===== config.mk =====
export PLATFORM = sky130hd
export DESIGN_NAME = dcra_debug_register_access
export DESIGN_NICKNAME = d
export VERILOG_FILES = /design/src/dcra_pkg.sv /design/src/dcra_debug_register_access.sv
export SDC_FILE = /design/constraint.sdc
export NUM_CORES = 1
export LEC_CHECK = 0
export ABC_AREA = 1
export BUFFER_PORTS_ARGS = -buffer_cell sky130_fd_sc_hd__buf_4
export CORE_ASPECT_RATIO = 1.1
export CORE_UTILIZATION = 62
export DETAILED_ROUTE_END_ITERATION = 7
export GPL_ROUTABILITY_DRIVEN = 0
export HOLD_SLACK_MARGIN = 0.06
export PLACE_DENSITY = 0.93
export SLEW_MARGIN = 20
export SYNTH_ARGS = -nofsm -noshare
export SYNTH_HDL_FRONTEND = slang
export SYNTH_SLANG_ARGS = --single-unit

===== constraint.sdc =====
create_clock -name clk -period 3.1 [get_ports clk]
set_clock_uncertainty 0.05 [all_clocks]
set_input_delay 0.62 -clock clk [delete_from_list [all_inputs] [get_ports clk]]
set_output_delay 0.62 -clock clk [all_outputs]
set_load 0.05 [all_outputs]

===== src/dcra_pkg.sv =====
// Constants, states and the state record of the debug command register-access block.
// Assumes a byte-level debug serial link already deframed on the system clock.
// Operation
// - Opcode 07H returns the 16-bit program counter as two bytes, upper byte first.
// - Outside debug mode or under read protection the program counter read returns FFFFH.
// - A register write moves 1 to 256 bytes, a size of zero meaning 256.
// - Outside debug mode a register write takes all its bytes but stores none.
// - Under read protection a register write stores only into the flash control registers.
// - A register read is 09H with the same address bytes and size, returning 1 to 256 bytes.
// - Outside debug mode or under read protection every register read byte is FFH.
// - Under read protection the debug halt control bit can be set but not cleared by command.
package dcra_pkg;
   localparam logic [7:0] OP_WR_CTL = 8'h04;
   localparam logic [7:0] OP_RD_PC = 8'h07;
   localparam logic [7:0] OP_WR_REG = 8'h08;
   localparam logic [7:0] OP_RD_REG = 8'h09;
   localparam logic [7:0] BYTE_BLOCKED = 8'hff;
   localparam logic [15:0] PC_BLOCKED = 16'hffff;
   localparam logic [7:0] CTL_RESET = 8'h00;
   localparam int HALT_BIT = 7;
   localparam logic [8:0] FULL_SIZE = 9'h100;
   localparam logic [8:0] PC_BYTES = 9'h002;
   localparam logic [1:0] BUF_DEPTH = 2'h2;

   typedef enum logic [8:0]
   {
      ST_IDLE = 9'b0_0000_0001,
      ST_CTL = 9'b0_0000_0010,
      ST_ADDR_HI = 9'b0_0000_0100,
      ST_ADDR_LO = 9'b0_0000_1000,
      ST_SIZE = 9'b0_0001_0000,
      ST_WDATA = 9'b0_0010_0000,
      ST_RD_WAIT = 9'b0_0100_0000,
      ST_RD_CAP = 9'b0_1000_0000,
      ST_PUSH = 9'b1_0000_0000
   } dcra_state_type;

   typedef struct packed
   {
      logic [11:0] addr;
      logic [7:0] data;
      logic we;
      logic re;
   } dcra_regport_type;

   typedef struct packed
   {
      dcra_state_type state;
      logic is_rd;
      logic is_pc;
      logic [8:0] cnt;
      logic [15:0] pc;
      logic [7:0] data;
      logic [7:0] ctl;
      dcra_regport_type port;
      logic [1:0][7:0] buf_mem;
      logic wp;
      logic rp;
      logic [1:0] bcnt;
   } dcra_reg_type;
endpackage : dcra_pkg


===== src/dcra_debug_register_access.sv =====
// Debug command interpreter for program counter and register file access.
// Assumes deframed bytes arrive on clk with valid/ready, and the register file
// returns read data in the cycle after its read strobe, holding it until the next.
`timescale 1ns/100ps
`default_nettype none
module dcra_debug_register_access
   import dcra_pkg::*;
#(
   parameter logic [11:0] FLASH_CTL_LO = 12'hff8,
   parameter logic [11:0] FLASH_CTL_HI = 12'hfff
)
(
   input wire logic clk,
   input wire logic reset_n,
   input wire logic rx_valid,
   input wire logic [7:0] rx_data,
   output logic rx_ready,
   output logic tx_valid,
   output logic [7:0] tx_data,
   input wire logic tx_ready,
   input wire logic read_protect,
   input wire logic [15:0] pc_value,
   output dcra_regport_type reg_port,
   input wire logic [7:0] reg_rdata,
   output logic debug_halt_control_bit,
   output logic [7:0] debug_control_register
);
   dcra_reg_type r_q;
   dcra_reg_type r_d;
   logic rx_take;
   logic tx_take;
   logic push;
   logic debug_mode;

   // A size byte of zero stands for a full 256-byte transfer
   function automatic logic [8:0] size_count(input logic [7:0] size);
      size_count = (size == 8'h00) ? FULL_SIZE : {1'b0, size};
   endfunction : size_count

   // Debug mode is the halt bit of the control register
   assign debug_mode = r_q.ctl[HALT_BIT];
   assign debug_halt_control_bit = r_q.ctl[HALT_BIT];
   assign debug_control_register = r_q.ctl;
   assign reg_port = r_q.port;
   assign tx_valid = r_q.bcnt != 2'h0;
   assign tx_data = r_q.buf_mem[r_q.rp];
   assign tx_take = tx_valid && tx_ready;
   // Buffer room is judged before the drain, so a full buffer never takes a byte
   assign push = (r_q.state == ST_PUSH) && (r_q.bcnt != BUF_DEPTH);
   assign rx_take = rx_valid && rx_ready;

   // Bytes are refused while an answer is being produced
   always_comb
   begin
      case (r_q.state)
         ST_IDLE, ST_CTL, ST_ADDR_HI, ST_ADDR_LO, ST_SIZE, ST_WDATA: rx_ready = 1'b1;
         default: rx_ready = 1'b0;
      endcase
   end

   always_comb
   begin
      r_d = r_q;
      // Strobes are one-cycle pulses unless a state raises them again
      r_d.port.we = 1'b0;
      r_d.port.re = 1'b0;
      case (r_q.state)
         ST_IDLE:
         begin
            if (rx_take)
            begin
               r_d.is_rd = rx_data == OP_RD_REG;
               r_d.is_pc = 1'b0;
               // Unknown opcodes are taken and dropped
               if (rx_data == OP_WR_CTL)
               begin
                  r_d.state = ST_CTL;
               end
               else if (rx_data == OP_RD_PC)
               begin
                  // Snapshot so both bytes come from one counter value
                  r_d.pc = (debug_mode && !read_protect) ? pc_value : PC_BLOCKED;
                  r_d.is_pc = 1'b1;
                  r_d.cnt = PC_BYTES;
                  r_d.data = (debug_mode && !read_protect) ? pc_value[15:8]
                                                          : PC_BLOCKED[15:8];
                  r_d.state = ST_PUSH;
               end
               else if (rx_data == OP_WR_REG || rx_data == OP_RD_REG)
               begin
                  r_d.state = ST_ADDR_HI;
               end
            end
         end
         ST_CTL:
         begin
            if (rx_take)
            begin
               // Other control bits write freely even under protection
               r_d.ctl = rx_data;
               if (read_protect && r_q.ctl[HALT_BIT])
               begin
                  r_d.ctl[HALT_BIT] = 1'b1;
               end
               r_d.state = ST_IDLE;
            end
         end
         ST_ADDR_HI:
         begin
            if (rx_take)
            begin
               // Upper nibble of this byte is zero by protocol and is not checked
               r_d.port.addr[11:8] = rx_data[3:0];
               r_d.state = ST_ADDR_LO;
            end
         end
         ST_ADDR_LO:
         begin
            if (rx_take)
            begin
               // Reads and writes share the same two address bytes
               r_d.port.addr[7:0] = rx_data;
               r_d.state = ST_SIZE;
            end
         end
         ST_SIZE:
         begin
            if (rx_take)
            begin
               r_d.cnt = size_count(rx_data);
               if (r_q.is_rd)
               begin
                  r_d.port.re = 1'b1;
                  r_d.state = ST_RD_WAIT;
               end
               else
               begin
                  // Preset one below the start; each taken data byte steps it first
                  r_d.port.addr = r_q.port.addr - 12'h001;
                  r_d.state = ST_WDATA;
               end
            end
         end
         ST_WDATA:
         begin
            if (rx_take)
            begin
               // Every taken byte steps the address, stored or dropped, so bytes stay aligned
               r_d.port.addr = r_q.port.addr + 12'h001;
               r_d.port.data = rx_data;
               r_d.port.we = debug_mode && (!read_protect
                  || (r_d.port.addr >= FLASH_CTL_LO && r_d.port.addr <= FLASH_CTL_HI));
               r_d.cnt = r_q.cnt - 9'h001;
               if (r_q.cnt == 9'h001)
               begin
                  r_d.state = ST_IDLE;
               end
            end
         end
         ST_RD_WAIT:
         begin
            // The file answers one cycle after the strobe
            r_d.state = ST_RD_CAP;
         end
         ST_RD_CAP:
         begin
            // Blocked reads still strobe the file; only the returned byte is masked
            r_d.data = (debug_mode && !read_protect) ? reg_rdata : BYTE_BLOCKED;
            r_d.state = ST_PUSH;
         end
         ST_PUSH:
         begin
            if (push)
            begin
               r_d.buf_mem[r_q.wp] = r_q.data;
               r_d.wp = ~r_q.wp;
               r_d.cnt = r_q.cnt - 9'h001;
               if (r_q.cnt == 9'h001)
               begin
                  r_d.state = ST_IDLE;
               end
               else if (r_q.is_pc)
               begin
                  r_d.data = r_q.pc[7:0];
               end
               else
               begin
                  r_d.port.addr = r_q.port.addr + 12'h001;
                  r_d.port.re = 1'b1;
                  r_d.state = ST_RD_WAIT;
               end
            end
         end
         default:
         begin
            r_d.state = ST_IDLE;
         end
      endcase
      // Read pointer follows the receiver, whatever the interpreter is doing
      if (tx_take)
      begin
         r_d.rp = ~r_q.rp;
      end
      // A stalled receiver leaves the buffer full and holds the interpreter in push
      case ({push, tx_take})
         2'b10: r_d.bcnt = r_q.bcnt + 2'h1;
         2'b01: r_d.bcnt = r_q.bcnt - 2'h1;
         default: r_d.bcnt = r_q.bcnt;
      endcase
   end

   // Reset leaves the core outside debug mode with nothing buffered
   always_ff @(posedge clk or negedge reset_n)
   begin
      if (!reset_n)
      begin
         r_q <= '0;
         r_q.state <= ST_IDLE;
         r_q.ctl <= CTL_RESET;
      end
      else
      begin
         r_q <= r_d;
      end
   end
endmodule : dcra_debug_register_access
`default_nettype wire


==> impl_metrics.py <==
metrics = {
    "critical_path": {
        "worst_ep_arrival_time_ns": 1.95,
        "critical_path.startpoint_type": "flip-flop",
        "crit_fanout": 11,
        "path_class": "flip-flop to output pin",
        "required_ns": 2.43,
        "end_kind": "output pin",
    },
    "pwr": {
        "p_leak_nw": 3.046,
        "ir_drop_uv": 683.1,
        "p_per_area_nw_per_um2": 992.1,
    },
    "timing": {
        "tightest_slew_ns": 0.7843,
        "report.final.hold_viol_count": 0,
        "max_freq_ghz": 0.3812,
        "rsz0062_at_grt": "false",
        "tns_ns": 0,
        "max-slew-margin-rel_pct": 47.71,
        "fin_crit_ns": 2.623,
        "setup_violations": 0,
        "slew_viol_final": 0,
        "fin_crit_sh_pct": 84.62,
    },
    "clock_network": {
        "cts.sinks": 86,
        "clock_path_buffers": 2,
        "cts_tree": "done",
        "cts_root_buffer": "clkbuf_8",
        "clk_pin_slew_worst_paths_ns": 0.09,
        "hold_buffers": 0,
        "post_cts_buffers": 0,
        "cts_repair_resize_count": 0,
        "cts_made_buffers": 9,
        "cts.htree.levels": 3,
        "clk_latency_ns": 0.36,
    },
    "detailed_routing": {
        "highest_layer": "met4",
        "vias_per_cell": 5.850,
        "wire_per_inst_um": 15.47,
        "drcViolationCount": 0,
        "met2WireLength_um": 6613,
        "dr_total_vias": 5095,
        "wl_met3_um": 1000,
        "routed_wl_um": 13470,
        "drt_iter0_drc": 482,
        "dr.pass1.iters": 5,
        "ant_nets": 0,
        "met1_length_um": 5299,
    },
    "hold_path": {
        "hp-class": "primary input to asynchronous set/reset pin",
    },
    "final_layout": {
        "drive_gt1_share_pct": 19.74,
        "fill_cells": 655,
        "nets": 797,
        "area_growth_pct": 11.11,
        "diodes": 0,
        "fin_cells": 871,
    },
    "synthesis": {
        "syn_area_per_cell_um2": 7.555,
        "synth-edff-count": 0,
        "synth.distinct_cells": 42,
        "async_reset_ff_share_pct": 100.0,
        "ys_warn_count": 0,
        "synth_cells": 714,
        "syn_nets": 756,
        "seq_area_frac_synth_pct": 39.92,
        "yosys_most_used_dff": "dfrtp_1",
        "syn-cell-area_um2": 5394,
        "ys_seq_elements": 86,
    },
    "floorplanning": {
        "core_area_um2": 8408,
        "num_rows": 35,
        "initial_core_util_pct": 64.15,
        "die_area_um2": 9077,
        "fp.dieW_um": 90.93,
        "die_h_um": 99.83,
        "io_pins": 78,
    },
    "global_routing": {
        "grt_pass1_wl_um": 22390,
        "grt_start_max_net_pins": 87,
        "grt_antenna_before_repair": 0,
        "grt_pass1_vias": 4930,
        "grt.total_usage_pct": 30.99,
        "grt-ovfl-total": 0,
    },
    "placed_design": {
        "post-place-cells": 855,
        "numPortBuffers": 77,
        "hpwlAfterDp_um": 9838,
    },
    "run": {
        "maxCapViolCount": 0,
    },
    "outcome": {
        "status": "complete, no violations",
    },
}
## through the flow
step | power [W] | cell area [µm²] | hold slack, ns | util, % | setup slack (ns)
after floorplan | 0.004382 | 5394 | 0.2744 | - | 1.086
after global placement | 0.004818 | 5763 | 0.4148 | 68.54 | 0.7411
after detailed placement | 0.004961 | 5763 | 0.4219 | 68.54 | 0.6253
after CTS | 0.005882 | 5989 | 0.4001 | 71.24 | 0.5078
after global routing | 0.006323 | 5993 | 0.3268 | 71.28 | 0.3896
final | 0.005946 | 5993 | 0.2266 | 71.28 | 0.4769
## per-layer routing
layer / vias up / GRT usage [%]
li1: 2384 / -
met1: 2368 / 38.39
met2: 281 / 51.98
met3: 62 / 5.833
met4: 0 / 16.36
met5: - / 0
## cell families after synthesis
group	count (synthesis)	synth area share, %
and+or+nand+nor	325	28.23
xor gates and xnor gates	17	2.760
DFF	86	39.92
AOI/OAI and AO/OA	146	15.31
adders and majority gates	5	1.160
buffers and inverters	135	12.62
## synthesized netlist by cell type (all sizes together), types with 12 or more instances
| master | count | area, µm² |
|---|---|---|
| nand2 | 170 | 701.9 |
| inv | 87 | 329.1 |
| dfrtp | 85 | 2127 |
| nor2 | 80 | 384.1 |
| o21ai | 72 | 390.4 |
| a21oi | 45 | 225.2 |
| buf | 40 | 321.6 |
| nand3 | 39 | 215.2 |
| nor3 | 25 | 152.7 |
| xor2 | 13 | 113.9 |
| o22ai | 12 | 75.07 |
## cell type report
class                      instances  area (µm²)  share of cell area (%)
clock inverter                     7       102.6                   1.712
tap                              111       138.9                   2.317
multi-input combinational        493        2560                   42.71
sequential                        86        2153                   35.93
clock buffer                       9       123.9                   2.067
inverter                          88       332.8                   5.553
timing repair buffer              77       581.8                   9.708
## layout by cell type (no fill, tap or decap), types with 12 or more instances in the layout
master   synthesis  routed
nand2_1        158     158
dfrtp_1         85      85
buf_4           31      76
inv_1           74      74
nor2_1          66      66
a21oi_1         45      45
o21ai_0         39      39
nand3_1         35      35
o21ai_1         25      25
nor3_1          22      22
xor2_1          13      13
inv_2           12      12
o22ai_1         12      12
## worst max-delay path: stages (launching register included)
cell     delay, ns
dfrtp_1       0.46
inv_2         0.07
nand2_1       0.05
nor2_1        0.17
nand3_2       0.27
nand2_1       0.19
nor2_2        0.07
nand2_4       0.09
buf_4         0.21
## path summary, 6_finish.rpt
kind | start | end | slack (ns) | cells past startpoint
max | r_q[91] | rx_ready | 0.48 | 8
min | reset_n | reg_port[10] | 0.23 | 1
max reg2reg | r_q[91] | r_q[82] | 0.67 | 11
min reg2reg | flip-flop | flip-flop | 0.44 | 2
max in group asynchronous | reset_n | debug_control_register[0] | 2.21 | 1
min in group clk | read_protect | reg_port[1] | 0.42 | 2
## report_power, final
group / internal, W / total (W) / switching [W] / leakage (nW)
registers: 0.00142 / 0.00174 / 0.000324 / 1.10
clock network: 0.000465 / 0.000898 / 0.000433 / 0.116
logic: 0.00100 / 0.00330 / 0.00230 / 1.83
No activity file was read; power rests on OpenSTA's default activity.
